[config.mk]
export PLATFORM = sky130hd
export DESIGN_NAME = led_i2c_target
export DESIGN_NICKNAME = d
export VERILOG_FILES = /design/src/rtl/led_i2c_pkg.sv /design/src/rtl/led_i2c_target.sv /design/src/rtl/sync_2ff.sv /design/src/rtl/ptr_step.sv
export SDC_FILE = /design/constraint.sdc
export NUM_CORES = 1
export LEC_CHECK = 0
export BUFFER_PORTS_ARGS = -buffer_cell sky130_fd_sc_hd__buf_2
export CORE_UTILIZATION = 40
export DETAILED_ROUTE_END_ITERATION = 7
export PLACE_DENSITY_LB_ADDON = 0.15
export SKIP_LAST_GASP = 1
export SLEW_MARGIN = 10
export SYNTH_ARGS = -nofsm -noshare
export SYNTH_HDL_FRONTEND = slang
export SYNTH_SLANG_ARGS = --single-unit
[constraint.sdc]
create_clock -name clk_i -period 2.25 [get_ports clk_i]
set_input_delay 0.225 -clock clk_i [delete_from_list [all_inputs] [get_ports clk_i]]
set_output_delay 0.225 -clock clk_i [all_outputs]
set_load 0.1 [all_outputs]
[src/rtl/led_i2c_pkg.sv]
// Shared constants and types for the LED driver bus target
package led_i2c_pkg;

    // Register pointer positions
    localparam logic [4:0] PTR_FIRST      = 5'h00;
    localparam logic [4:0] PTR_MODE       = 5'h00;
    localparam logic [4:0] PTR_BRIGHT_LO  = 5'h02;
    localparam logic [4:0] PTR_BRIGHT_HI  = 5'h11;
    localparam logic [4:0] PTR_GROUP_LO   = 5'h12;
    localparam logic [4:0] PTR_GROUP_HI   = 5'h13;
    localparam logic [4:0] PTR_SUB1       = 5'h18;
    localparam logic [4:0] PTR_SUB2       = 5'h19;
    localparam logic [4:0] PTR_SUB3       = 5'h1A;
    localparam logic [4:0] PTR_GROUP_CALL = 5'h1B;
    localparam logic [4:0] PTR_LAST       = 5'h1B;

    // Increment scheme codes, top three bits of the control byte
    localparam logic [2:0] SCHEME_NONE    = 3'h0;
    localparam logic [2:0] SCHEME_ALL     = 3'h4;
    localparam logic [2:0] SCHEME_BRIGHT  = 3'h5;
    localparam logic [2:0] SCHEME_GLOBAL  = 3'h6;
    localparam logic [2:0] SCHEME_BOTH    = 3'h7;

    // Field positions
    localparam int CTRL_SCHEME_LSB = 5;
    localparam int CTRL_ENABLE_BIT = 7;
    localparam int MODE_SUB1_BIT   = 3;
    localparam int MODE_SUB2_BIT   = 2;
    localparam int MODE_SUB3_BIT   = 1;
    localparam int MODE_GROUP_BIT  = 0;

    // Values after reset
    localparam logic [7:0] CTRL_RST       = 8'h00;
    localparam logic [4:0] MODE_LOW_RST   = 5'h11;
    localparam logic [7:0] GROUP_CALL_RST = 8'hE0;
    localparam logic [7:0] SUB1_RST       = 8'hE2;
    localparam logic [7:0] SUB2_RST       = 8'hE4;
    localparam logic [7:0] SUB3_RST       = 8'hE8;

    // Bits per byte on the wire
    localparam logic [3:0] BYTE_BITS = 4'h8;

    // Write request towards the register bank outside this block
    typedef struct packed {
        logic       wr;
        logic [4:0] addr;
        logic [7:0] data;
    } reg_req_type;

    // Bus target sequence
    typedef enum logic [3:0] {
        ST_IDLE, ST_ADDR, ST_AACK, ST_CTRL, ST_CACK,
        ST_WDATA, ST_DACK, ST_RDATA, ST_RACK, ST_WAIT
    } bus_state_type;

endpackage

[src/rtl/led_i2c_target.sv]
// Bus target: address decode, control byte capture and pointer stepping
`timescale 1ns/1ps
`default_nettype none
module led_i2c_target
    import led_i2c_pkg::*;
#(
    parameter logic [6:0] SOFT_RESET_ADDR = 7'h03
) (
    // Clock and reset
    input  wire logic        clk_i,
    input  wire logic        nrst_i,
    // Serial bus pins
    input  wire logic        scl_i,
    input  wire logic        sda_i,
    output var  logic        sda_o,
    output var  logic        sda_oe_o,
    // Hardware address straps
    input  wire logic [6:0]  pin_address_i,
    // Register bank outside this block
    output var  reg_req_type reg_req_o,
    input  wire logic [7:0]  reg_rdata_i,
    // Software reset call seen
    output var  logic        reset_call_o
);

    // Synchronised pins
    logic       scl_s;
    logic       sda_s;
    logic [6:0] pin_s;
    logic       scl_d;
    logic       sda_d;

    // Sequencer state
    bus_state_type state;
    bus_state_type next_state;
    logic [3:0]    cnt;
    logic [3:0]    next_cnt;
    logic [7:0]    shift;
    logic [7:0]    next_shift;
    logic [7:0]    tx;
    logic [7:0]    next_tx;
    logic          read_mode;
    logic          next_read_mode;
    logic          is_reset_call;
    logic          next_is_reset_call;
    logic          next_sda_oe;
    logic          next_reset_call;
    reg_req_type   next_req;

    // Stored registers
    logic [7:0] ctrl;
    logic [7:0] next_ctrl;
    logic [4:0] mode_low;
    logic [4:0] next_mode_low;
    logic [7:0] group_call_address;
    logic [7:0] next_group_call_address;
    logic [7:0] sub_call_address_1;
    logic [7:0] next_sub_call_address_1;
    logic [7:0] sub_call_address_2;
    logic [7:0] next_sub_call_address_2;
    logic [7:0] sub_call_address_3;
    logic [7:0] next_sub_call_address_3;

    // Decode helpers
    logic       start_cond;
    logic       stop_cond;
    logic       scl_rise;
    logic       scl_fall;
    logic [6:0] addr7;
    logic       dir_read;
    logic       hit_pin;
    logic       hit_group;
    logic       hit_sub;
    logic       hit_reset;
    logic [7:0] rd_byte;
    logic [4:0] ptr_next;

    // Bus lines idle high, so they reset high to avoid a false START
    sync_2ff #(.WIDTH(2), .RESET_VAL(2'h3)) u_sync_bus (
        .clk_i  (clk_i),
        .nrst_i (nrst_i),
        .d_i    ({scl_i, sda_i}),
        .q_o    ({scl_s, sda_s})
    );

    // Straps may change at any time, so they are synchronised too
    sync_2ff #(.WIDTH(7), .RESET_VAL(7'h00)) u_sync_pin (
        .clk_i  (clk_i),
        .nrst_i (nrst_i),
        .d_i    (pin_address_i),
        .q_o    (pin_s)
    );

    // Delayed copies for edge detection
    always_ff @(posedge clk_i or negedge nrst_i) begin
        if (!nrst_i) begin
            scl_d <= 1'b1;
            sda_d <= 1'b1;
        end else begin
            scl_d <= scl_s;
            sda_d <= sda_s;
        end
    end

    // Bus conditions and edges
    assign start_cond = scl_s & scl_d & sda_d & ~sda_s;
    assign stop_cond  = scl_s & scl_d & ~sda_d & sda_s;
    assign scl_rise   = scl_s & ~scl_d;
    assign scl_fall   = ~scl_s & scl_d;

    // Address compare, call addresses ignore their own LSB
    assign addr7     = shift[7:1];
    assign dir_read  = shift[0];
    assign hit_pin   = (addr7 == pin_s);
    assign hit_group = mode_low[MODE_GROUP_BIT]
                       & (addr7 == group_call_address[7:1]);
    assign hit_sub   = (mode_low[MODE_SUB1_BIT] & (addr7 == sub_call_address_1[7:1]))
                     | (mode_low[MODE_SUB2_BIT] & (addr7 == sub_call_address_2[7:1]))
                     | (mode_low[MODE_SUB3_BIT] & (addr7 == sub_call_address_3[7:1]));
    assign hit_reset = (addr7 == SOFT_RESET_ADDR) & ~dir_read;

    // Pointer step for the current scheme
    ptr_step u_ptr_step (
        .ptr_i    (ctrl[4:0]),
        .scheme_i (ctrl[7:CTRL_SCHEME_LSB]),
        .ptr_o    (ptr_next)
    );

    // Read data: local registers here, the rest from outside
    always_comb begin
        case (ctrl[4:0])
            PTR_MODE:       rd_byte = {ctrl[7:CTRL_SCHEME_LSB], mode_low};
            PTR_SUB1:       rd_byte = sub_call_address_1;
            PTR_SUB2:       rd_byte = sub_call_address_2;
            PTR_SUB3:       rd_byte = sub_call_address_3;
            PTR_GROUP_CALL: rd_byte = group_call_address;
            default:        rd_byte = reg_rdata_i;
        endcase
    end

    // Sequencer next state; SDA only changes while SCL is low
    always_comb begin
        next_state              = state;
        next_cnt                = cnt;
        next_shift              = shift;
        next_tx                 = tx;
        next_read_mode          = read_mode;
        next_is_reset_call      = is_reset_call;
        next_sda_oe             = sda_oe_o;
        next_reset_call         = 1'b0;
        next_ctrl               = ctrl;
        next_mode_low           = mode_low;
        next_group_call_address = group_call_address;
        next_sub_call_address_1 = sub_call_address_1;
        next_sub_call_address_2 = sub_call_address_2;
        next_sub_call_address_3 = sub_call_address_3;
        next_req                = reg_req_o;
        next_req.wr             = 1'b0;
        if (start_cond) begin
            next_state  = ST_ADDR;
            next_cnt    = 4'h0;
            next_sda_oe = 1'b0;
        end else if (stop_cond) begin
            next_state  = ST_IDLE;
            next_sda_oe = 1'b0;
        end else if (scl_rise) begin
            case (state)
                ST_ADDR, ST_CTRL, ST_WDATA: begin
                    next_shift = {shift[6:0], sda_s};
                    next_cnt   = cnt + 4'h1;
                end
                ST_RDATA: begin
                    next_cnt = cnt + 4'h1;
                end
                ST_RACK: begin
                    // Controller NACK ends the read
                    if (sda_s) begin
                        next_state = ST_WAIT;
                    end
                end
                default: begin
                end
            endcase
        end else if (scl_fall) begin
            case (state)
                ST_ADDR: begin
                    if (cnt == BYTE_BITS) begin
                        if (hit_pin | hit_group | hit_sub | hit_reset) begin
                            next_sda_oe        = 1'b1;
                            next_state         = ST_AACK;
                            next_read_mode     = dir_read;
                            next_is_reset_call = hit_reset & ~(hit_pin | hit_group | hit_sub);
                        end else begin
                            next_state = ST_WAIT;
                        end
                    end
                end
                ST_AACK: begin
                    next_sda_oe = 1'b0;
                    next_cnt    = 4'h0;
                    if (is_reset_call) begin
                        next_reset_call = 1'b1;
                        next_state      = ST_WAIT;
                    end else if (read_mode) begin
                        next_sda_oe = ~rd_byte[7];
                        next_tx     = {rd_byte[6:0], 1'b0};
                        next_state  = ST_RDATA;
                    end else begin
                        next_state = ST_CTRL;
                    end
                end
                ST_CTRL: begin
                    if (cnt == BYTE_BITS) begin
                        if (shift[4:0] <= PTR_LAST) begin
                            next_ctrl   = shift;
                            next_sda_oe = 1'b1;
                            next_state  = ST_CACK;
                        end else begin
                            next_state = ST_WAIT;
                        end
                    end
                end
                ST_CACK, ST_DACK: begin
                    next_sda_oe = 1'b0;
                    next_cnt    = 4'h0;
                    next_state  = ST_WDATA;
                end
                ST_WDATA: begin
                    if (cnt == BYTE_BITS) begin
                        next_sda_oe   = 1'b1;
                        next_state    = ST_DACK;
                        next_req.wr   = 1'b1;
                        next_req.data = shift;
                        case (ctrl[4:0])
                            PTR_MODE:       next_mode_low           = shift[4:0];
                            PTR_SUB1:       next_sub_call_address_1 = shift;
                            PTR_SUB2:       next_sub_call_address_2 = shift;
                            PTR_SUB3:       next_sub_call_address_3 = shift;
                            PTR_GROUP_CALL: next_group_call_address = shift;
                            default: begin
                            end
                        endcase
                        next_ctrl[4:0] = ptr_next;
                    end
                end
                ST_RDATA: begin
                    if (cnt == BYTE_BITS) begin
                        next_sda_oe    = 1'b0;
                        next_state     = ST_RACK;
                        next_ctrl[4:0] = ptr_next;
                    end else begin
                        next_sda_oe = ~tx[7];
                        next_tx     = {tx[6:0], 1'b0};
                    end
                end
                ST_RACK: begin
                    // Acknowledged: present the next byte
                    next_cnt    = 4'h0;
                    next_sda_oe = ~rd_byte[7];
                    next_tx     = {rd_byte[6:0], 1'b0};
                    next_state  = ST_RDATA;
                end
                default: begin
                end
            endcase
        end
        // Write address shows the pointer in force for the byte
        if (!next_req.wr) begin
            next_req.addr = next_ctrl[4:0];
        end else begin
            next_req.addr = ctrl[4:0];
        end
    end

    // Sequencer and register storage
    always_ff @(posedge clk_i or negedge nrst_i) begin
        if (!nrst_i) begin
            state              <= ST_IDLE;
            cnt                <= 4'h0;
            shift              <= 8'h00;
            tx                 <= 8'h00;
            read_mode          <= 1'b0;
            is_reset_call      <= 1'b0;
            sda_oe_o           <= 1'b0;
            sda_o              <= 1'b0;
            reset_call_o       <= 1'b0;
            reg_req_o          <= '0;
            ctrl               <= CTRL_RST;
            mode_low           <= MODE_LOW_RST;
            group_call_address <= GROUP_CALL_RST;
            sub_call_address_1 <= SUB1_RST;
            sub_call_address_2 <= SUB2_RST;
            sub_call_address_3 <= SUB3_RST;
        end else begin
            state              <= next_state;
            cnt                <= next_cnt;
            shift              <= next_shift;
            tx                 <= next_tx;
            read_mode          <= next_read_mode;
            is_reset_call      <= next_is_reset_call;
            sda_oe_o           <= next_sda_oe;
            sda_o              <= 1'b0;
            reset_call_o       <= next_reset_call;
            reg_req_o          <= next_req;
            ctrl               <= next_ctrl;
            mode_low           <= next_mode_low;
            group_call_address <= next_group_call_address;
            sub_call_address_1 <= next_sub_call_address_1;
            sub_call_address_2 <= next_sub_call_address_2;
            sub_call_address_3 <= next_sub_call_address_3;
        end
    end

endmodule
`default_nettype wire

[src/rtl/sync_2ff.sv]
// Two flip-flop synchroniser for inputs from outside the clock domain
`timescale 1ns/1ps
`default_nettype none
module sync_2ff #(
    parameter int               WIDTH     = 1,
    parameter logic [WIDTH-1:0] RESET_VAL = '0
) (
    // Clock and reset
    input  wire logic             clk_i,
    input  wire logic             nrst_i,
    // Data
    input  wire logic [WIDTH-1:0] d_i,
    output var  logic [WIDTH-1:0] q_o
);

    logic [WIDTH-1:0] meta;

    // First stage feeds only the second
    always_ff @(posedge clk_i or negedge nrst_i) begin
        if (!nrst_i) begin
            meta <= RESET_VAL;
            q_o  <= RESET_VAL;
        end else begin
            meta <= d_i;
            q_o  <= meta;
        end
    end

endmodule
`default_nettype wire

[src/rtl/ptr_step.sv]
// Next register pointer for the auto-increment schemes
`timescale 1ns/1ps
`default_nettype none
module ptr_step
    import led_i2c_pkg::*;
(
    // Current pointer and scheme
    input  wire logic [4:0] ptr_i,
    input  wire logic [2:0] scheme_i,
    // Pointer after one byte
    output var  logic [4:0] ptr_o
);

    logic [4:0] last;
    logic [4:0] wrap;

    // Window ends per scheme
    always_comb begin
        last = PTR_LAST;
        wrap = PTR_FIRST;
        case (scheme_i)
            SCHEME_ALL: begin
                last = PTR_LAST;
                wrap = PTR_FIRST;
            end
            SCHEME_BRIGHT: begin
                last = PTR_BRIGHT_HI;
                wrap = PTR_BRIGHT_LO;
            end
            SCHEME_GLOBAL: begin
                last = PTR_GROUP_HI;
                wrap = PTR_GROUP_LO;
            end
            SCHEME_BOTH: begin
                last = PTR_GROUP_HI;
                wrap = PTR_BRIGHT_LO;
            end
            default: begin
                last = PTR_LAST;
                wrap = PTR_FIRST;
            end
        endcase
    end

    // Reserved codes have the enable bit low, so they hold like 000
    always_comb begin
        if (!scheme_i[2]) begin
            ptr_o = ptr_i;
        end else if (ptr_i == last) begin
            ptr_o = wrap;
        end else if (ptr_i >= PTR_LAST) begin
            ptr_o = PTR_FIRST;
        end else begin
            ptr_o = ptr_i + 5'h01;
        end
    end

endmodule
`default_nettype wire

==> summary.md, run 1 <==
| Metric | Value |
|---|---|
| Outcome | `complete, no violations` |
| Highest Signal Layer | `met4` |
| Die Footprint | `about 0.015 mm^2` |
| CTS tree | `built` |
| TritonCTS Buffers | `9` |
| DR vias/cell | `approximately 5.4` |
| Fmax | `465 MHz` |
| Final Instance Area | `just under 0.007 mm^2` |
| Clock slew at reported path FFs | `~0.07 ns` |
| Post-route clock period utilization | `a little over nine tenths` |
| Yosys reg bits | `approximately 110` |
| DR DRC count | `0` |
| Std-Cell Rows | `between 40 and 50` |
| Final Core Density | `around half` |
| N_diodes | `0` |
| Synthesized area | `about 0.0057 mm^2` |
| Critical Path AT | `roughly 2.4 ns` |
| GRT overflow | `0` |
| Number of global-route vias before repair | `approximately 4300` |
| Htree depth | `3` |
| Yosys Warn Count | `0` |
| Final setup margin | `roughly 0.099 ns` |
| Async SR Flop Fraction | `100%` |
| Core area | `0.0139 mm^2` |
| Maximum VDD drop | `448 uV` |
| Area of the multi-input gates | `roughly 0.0028 mm^2` |
| Nature of the critical path endpoint | `flop` |
| Fin crit period | `2.15 ns` |
| Placement Setup Slack | `-0.0293 ns` |
| Yosys top cell area share | `36.6%` |
| Cells after Synth | `530` |
| Max Clock Skew | `roughly 0.0085 ns` |
| Final wirelength | `approximately 14 mm` |
| Starting density of the core | `40.9%` |
| Most common cell in the netlist | `dfrtp_1` |
| Root buffer cell | `clkbuf_16` |
| Crit path max fanout | `13` |
| Register-to-Register Setup Slack | `between 0.09 and 0.1 ns` |
| Slew @ Worst Pin | `0.600 ns` |
| Worst Hold Slack | `~0.29 ns` |
| First-pass GRT wire length | `between 20 and 25 mm` |
| HPWL after DPL | `between 10 and 15 mm` |
| Setup violators final | `0` |
| Register area | `approximately 0.0027 mm^2` |
| Worst skew pair latency | `roughly 0.36 ns` |
| Rel. slew slack | `about three fifths` |
| Syn_area_per_cell | `between 10 and 15 um^2` |
| Yosys top cell by area | `dfrtp_1` |
| Die Y | `~120 um` |
| Crit Path Class | `reg -> reg` |
| Final Slew Violations | `0` |
| Layout cells sized above 1 | `between 30 and 40%` |
| Drt initial violations | `299` |
| RSZ-0062 raised after global routing | `yes` |
| Routed length on met2 | `between 6 and 7 mm` |
| Prevailing post-synth register cell | `dfrtp_1` |
| Synth top area cells | `dfrtp_1 37%, dfstp_2 11%, mux2_2 8.7%` |
| CTS sink cnt | `between 100 and 150` |
| Syn Nets | `558` |
| IO Pins | `36` |
| Power Dens Cells | `between 800 and 900 mW/mm^2` |
| Setup TNS Final | `0 ns` |
| Leakage | `about 3.2 nW` |
| Max-Cap Viols | `0` |
| Drt first pass iters | `5` |
| Number of flops mapped to enable cells by yosys | `0` |
| Worst Path Required | `2.49 ns` |
| WL per Instance | `between 15 and 20 um` |
| DR vias | `about 4300` |
| Cell Area, Placed | `between 0.006 and 0.007 mm^2` |
| Final net count | `between 600 and 700` |
| Fill cells | `roughly 1300` |
| Met3 wire len | `789 um` |
| Final hold violation count | `0` |
| Die X-Extent | `around 120 um` |
| Cell variety after synth | `75` |
| Min-delay worst type | `in -> reg` |
| Crit path launch type | `flop` |
| ANT nets after route | `0` |
| Initial antenna violation count | `0` |
| WL met1 | `roughly 6.7 mm` |
| Synth top cells by count | `83 x dfrtp_1, 51 x nand2_1, 44 x mux2_2, 34 x xnor2_1, 25 x nor2_1` |
| GP Congestion | `~0.87` |
| Port Buffers | `34` |
| Largest net degree at the start of global routing | `48` |
| Sequential fraction of the synthesis area | `47.3%` |
| Clock Tree Buf Depth | `2` |
| Total GRT Usage | `20.9%` |
| Area Growth Syn to Fin | `21.8%` |
[path summary, 6_finish.rpt]
check,to,start,depth (start not counted)
max,read_mode,scl_d,8
min,sda_oe_o,reg_rdata_i[7],4
max reg2reg,read_mode,scl_d,8
min reg2reg,u_sync_pin.q_o[1],u_sync_pin.meta[1],0
max in group asynchronous,mode_low[0],nrst_i,3
min in group asynchronous,reg_req_o[8],nrst_i,2
[kinds of logic after synthesis]
logic type | after synthesis | share of synthesized area [%]
other | 1 | 0.0661
flip-flops | 106 | 47.3
buffers and inverters | 47 | 4.19
AO/OA/AOI/OAI | 111 | 13.5
adder cells (fa/ha/maj) | 9 | 1.99
multiplexers | 53 | 10.8
XOR/XNOR | 39 | 6.02
AND/OR/NAND/NOR | 164 | 16.1
[report_power, final]
part           internal, mW  switching, mW  total [mW]  leakage [nW]
combinational         0.841           1.02        1.86          1.71
sequential             2.09          0.250        2.34          1.33
clock                 0.778          0.775        1.55         0.138
[critical path, stage by stage, from the launching register on]
cell	delay, ns
dfstp_2	0.54
inv_1	0.04
ha_1	0.18
buf_4	0.18
nor2b_2	0.13
nand2_1	0.11
nor4_4	0.31
a21boi_2	0.21
mux2_2	0.33
[through the flow]
stage / total power [mW] / cells
after global routing: 6.10 / 802
after floorplan: 3.53 / 530
after detailed placement: 4.19 / 768
after CTS: 5.78 / 794
final: 5.75 / 802
after global placement: 4.18 / 768
[state kept, by name, indices dropped and copies added (netlist names), 4 cells and up]
| register | cells |
|---|---|
| reg_req_o | 14 |
| ctrl | 8 |
| group_call_address | 8 |
| shift | 8 |
| sub_call_address_1 | 8 |
| sub_call_address_2 | 8 |
| sub_call_address_3 | 8 |
| tx | 7 |
| u_sync_pin.meta | 7 |
| u_sync_pin.q_o | 7 |
| mode_low | 5 |
| cnt | 4 |
| state | 4 |
[cells in the final DEF (no fill, tap or decap), types with 3 or more instances in the layout]
master,Yosys,layout
a21o_1,6,6
a21oi_1,24,24
a222oi_1,8,8
a22o_1,3,3
a22oi_1,10,10
a31oi_1,11,11
and2_1,3,3
and3_1,3,3
buf_12,0,3
buf_2,16,33
buf_4,5,65
clkbuf_16,0,9
dfrtp_1,83,81
dfstp_2,23,23
dlygate4sd3_1,0,10
ha_1,9,8
inv_1,10,10
mux2_2,44,44
mux2_4,5,5
nand2_1,51,51
nand2_4,0,5
nand2b_1,11,10
nand2b_4,1,4
nand3_1,11,11
nand3b_1,4,4
nand4_1,10,10
nor2_1,25,23
nor2_2,1,3
nor3_1,6,5
nor4_1,5,4
o21a_1,3,3
o21ai_0,16,16
o21bai_1,8,8
xnor2_1,34,34
xor2_1,5,5
[cell type report]
cell class / instances / area share (%)
Clock buffer: 10 / 3.31
Sequential cell: 106 / 38.8
Multi-Input combinational cell: 378 / 41.2
Timing Repair Buffer: 112 / 11.9
Inverter: 10 / 0.543
Tap cell: 180 / 3.26
Clock inverter: 6 / 0.887
[layer usage]
metal | vias to the layer above | global-route usage [%]
met2 | 115 | 32.3
met5 | - | 0
met3 | 20 | 4.84
li1 | 2077 | -
met4 | 0 | 6.79
met1 | 2135 | 28.7
[timing repair]
item / CTS / global route
endpoints found under the setup margin: 1 / 49
pin swaps: 0 / 4
gates resized for setup: 1 / 21
endpoints found under the hold margin: 37 / 0
setup buffers: 0 / 7
hold buffers: 10 / 0
cloned: 0 / 1
No activity file was read; power rests on OpenSTA's default activity.
==> run 2, diff against run 1 <==
--- a/config.mk
+++ b/config.mk
@@ -7,6 +7,7 @@
 export LEC_CHECK = 0
 export BUFFER_PORTS_ARGS = -buffer_cell sky130_fd_sc_hd__buf_2
 export CORE_UTILIZATION = 40
+export CTS_BUF_LIST = sky130_fd_sc_hd__clkbuf_4 sky130_fd_sc_hd__clkbuf_8 sky130_fd_sc_hd__clkbuf_16
 export DETAILED_ROUTE_END_ITERATION = 7
 export PLACE_DENSITY_LB_ADDON = 0.15
 export SKIP_LAST_GASP = 1
==> constraint.sdc (replaced) <==
create_clock -name clk_i -period 2.2 [get_ports clk_i]
set_input_delay 0.22 -clock clk_i [delete_from_list [all_inputs] [get_ports clk_i]]
set_output_delay 0.22 -clock clk_i [all_outputs]
set_load 0.1 [all_outputs]
==> summary.md, run 2 (synthesis gave the netlist of run 1 again) <==
| Metric | Value |
|---|---|
| Outcome | `complete, no violations` |
| Commonest non-fill, non-tap cell in the layout | `dfrtp_1` |
| Power Dens Cells | `855 mW/mm^2 (+2.8%)` |
| Crit path launch type | `flop` |
| Worst Path Required | `2.46 ns (-0.03 ns)` |
| Setup violators final | `0 (unchanged)` |
| Initial antenna violation count | `0 (unchanged)` |
| Crit Path Class | `reg -> reg` |
| Largest net degree at the start of global routing | `78 (+63%)` |
| Layout cells sized above 1 | `39.0% (+3.6 points)` |
| Die Footprint | `0.0147 mm^2 (unchanged)` |
| Nature of the critical path endpoint | `flop` |
| GP Congestion | `0.866 (-0.80%)` |
| Slowest CP cell | `dfrtp_2` |
| CP delay by family, top | `compound AO/OA/AOI/OAI gates` |
| Slew @ Worst Pin | `0.541 ns (-0.0594 ns)` |
| Fill cells | `1292 (+0.16%)` |
| Worst Hold Slack | `0.267 ns (-0.0182 ns)` |
| First-pass GRT wire length | `23.3 mm (+0.65%)` |
| Max-Cap Viols | `0 (unchanged)` |
| Max FFs per register | `14 (unchanged)` |
| ANT nets after route | `0 (unchanged)` |
| Critical Path AT | `2.40 ns (about the same)` |
| Clock Tree Buf Depth | `2 (unchanged)` |
| Core area | `0.0139 mm^2 (unchanged)` |
| GRT overflow | `0 (unchanged)` |
| Die X-Extent | `121 um (unchanged)` |
| Std-Cell Rows | `43 (unchanged)` |
| DR DRC count | `0 (unchanged)` |
| Reg2reg end | `reg_req_o[11]` |
| Final setup margin | `0.0593 ns (-0.0399 ns)` |
| Total GRT Usage | `21.1% (+0.21 points)` |
| Fin crit period | `2.14 ns (-0.0101 ns)` |
| Cell repeated most along the worst path | `buf_4` |
| IO Pins | `36 (unchanged)` |
| Fmax | `467 MHz (+0.47%)` |
| WL per Instance | `17.8 um (-0.32%)` |
| Comb pwr share | `31.0% (-1.3 points)` |
| Largest stage delay, worst path | `0.45 ns (-0.09 ns)` |
| Int Power | `3.92 mW (+5.7%)` |
| Placed Cells | `775 (+0.91%)` |
| Buf+Inv Stages, Crit Path | `2 (unchanged)` |
| Commonest non-fill, non-tap cells in the layout | `78 x dfrtp_1, 74 x buf_4, 51 x nand2_1` |
| Final hold violation count | `0 (unchanged)` |
| DR vias/cell | `5.47 (+0.91%)` |
| Clock slew at reported path FFs | `0.08 ns (about the same)` |
| Root buffer cell | `clkbuf_16` |
| Leakage | `3.18 nW (+0.18%)` |
| Switch Pwr | `2.09 mW (+2.4%)` |
| HPWL after DPL | `10.5 mm (+2.3%)` |
| Post-route clock period utilization | `97.3% (+1.7 points)` |
| Final Slew Violations | `0 (unchanged)` |
| R2R Path Start | `ctrl[1]` |
| Finished Layout Cells | `809 (+0.87%)` |
| Crit path max fanout | `5 (-8)` |
| Maximum VDD drop | `539 uV (+20%)` |
| Final wirelength | `14.4 mm (+0.55%)` |
| Critical Path Stages | `9 (+1)` |
| Register-to-Register Setup Slack | `0.06 ns (-0.04 ns)` |
| Sw Share | `34.7% (-0.73 points)` |
| Hold path depth | `4 (unchanged)` |
| Number of global-route vias before repair | `4278 (-0.67%)` |
| Worst skew pair latency | `0.36 ns (about the same)` |
| Drt first pass iters | `5 (unchanged)` |
| Placement Setup Slack | `-0.000494 ns (+0.0288 ns)` |
| Final net count | `652 (+1.1%)` |
| Hold_sp | `reg_rdata_i[7]` |
| CTS sink cnt | `106 (unchanged)` |
| Htree depth | `3 (unchanged)` |
| RSZ-0062 raised after global routing | `yes` |
| CTS tree | `built` |
| Max Clock Skew | `0.0184 ns (+0.00995 ns)` |
| Port Buffers | `34 (unchanged)` |
| Worst Hold Path EP | `sda_oe_o` |
| Worst Reg-to-Reg Cells | `9 (+1)` |
| CP cell instances | `buf_4 > or3b_1 > a21o_1 > a21oi_2 > buf_4 > a21oi_1 > o2111ai_1 > nand2_1 > a22o_1` |
| Reg with most FFs | `reg_req_o` |
| Starting density of the core | `40.9% (unchanged)` |
| N_diodes | `0 (unchanged)` |
| Rel. slew slack | `63.9% (+3.9 points)` |
| DR vias | `4425 (+1.8%)` |
| Final Core Density | `50.6% (+0.87 points)` |
| Clk pwr share | `28.4% (+1.4 points)` |
| Final Power | `6.01 mW (+4.6%)` |
| TritonCTS Buffers | `9 (unchanged)` |
| Flop pwr share | `40.6% (about the same)` |
| Area Growth Syn to Fin | `23.9%` |
| Min-delay worst type | `in -> reg` |
| Die Y | `121 um (unchanged)` |
| Drt initial violations | `387 (+29%)` |
## run 2: how the worst max path moves through the flow
stage               startpoint       endpoint  slack, ns
floorplan                scl_d    mode_low[3]       0.04
finish                 ctrl[1]  reg_req_o[11]       0.06
detailed placement     ctrl[1]   reg_req_o[9]    -0.0005
global route           ctrl[1]          tx[5]      -0.06
global placement      shift[7]      read_mode       0.04
CTS                      scl_d    mode_low[1]      0.005
## run 2: per-stage QoR
stage	instance area (um^2)	setup TNS (ns)
3_3_place_gp	6400	0
4_1_cts	6850	0
6_report	7030	0
2_1_floorplan	5680	0
3_5_place_dp	6400	-0.000494
5_1_grt	7030	-0.161
## run 2: what timing repair did
item | 4_1_cts | 5_1_grt
cloned | 1 | 0
hold buffers | 10 | 0
endpoints found under the hold margin | 32 | 0
setup endpoints to repair | 6 | 56
gates resized for setup | 3 | 36
pin swaps | 1 | 16
setup buffers | 1 | 6
## run 2: worst min-delay path, stage by stage
cell	delay (ns)
buf_2	0.09
a21oi_1	0.08
a21oi_1	0.12
a211oi_1	0.08
## run 2: power groups by stage
| stage | registers [mW] | logic, mW | clock network (mW) |
|---|---|---|---|
| 2_1_floorplan | 2.29 | 1.33 | 0 |
| 3_3_place_gp | 2.46 | 1.81 | 0 |
| 3_5_place_dp | 2.47 | 1.81 | 0 |
| 4_1_cts | 2.44 | 1.84 | 1.76 |
| 5_1_grt | 2.49 | 2.05 | 1.82 |
| 6_report | 2.44 | 1.86 | 1.71 |
## run 2: per-layer routing
layer  track usage (%)  routed length (um)  vias to the layer above  part of all wire (%)
li1                  -                   -                     2095                     -
met1              30.4                6760                     2177                    47
met2              31.6                6570                      139                    46
met3              3.76                 843                       14                   5.9
met4              7.25                 229                        0                   1.6
met5                 0                   0                        -                     0
## run 2: final cells by class
class	count	area [um^2]	area share [%]
clock buffers	9	225	3.20
clock inverters	7	92.6	1.32
inverters	10	37.5	0.534
multi-input cells	378	2910	41.4
flip-flops and latches	106	2690	38.2
well taps	180	225	3.20
repair buffers	119	852	12.1
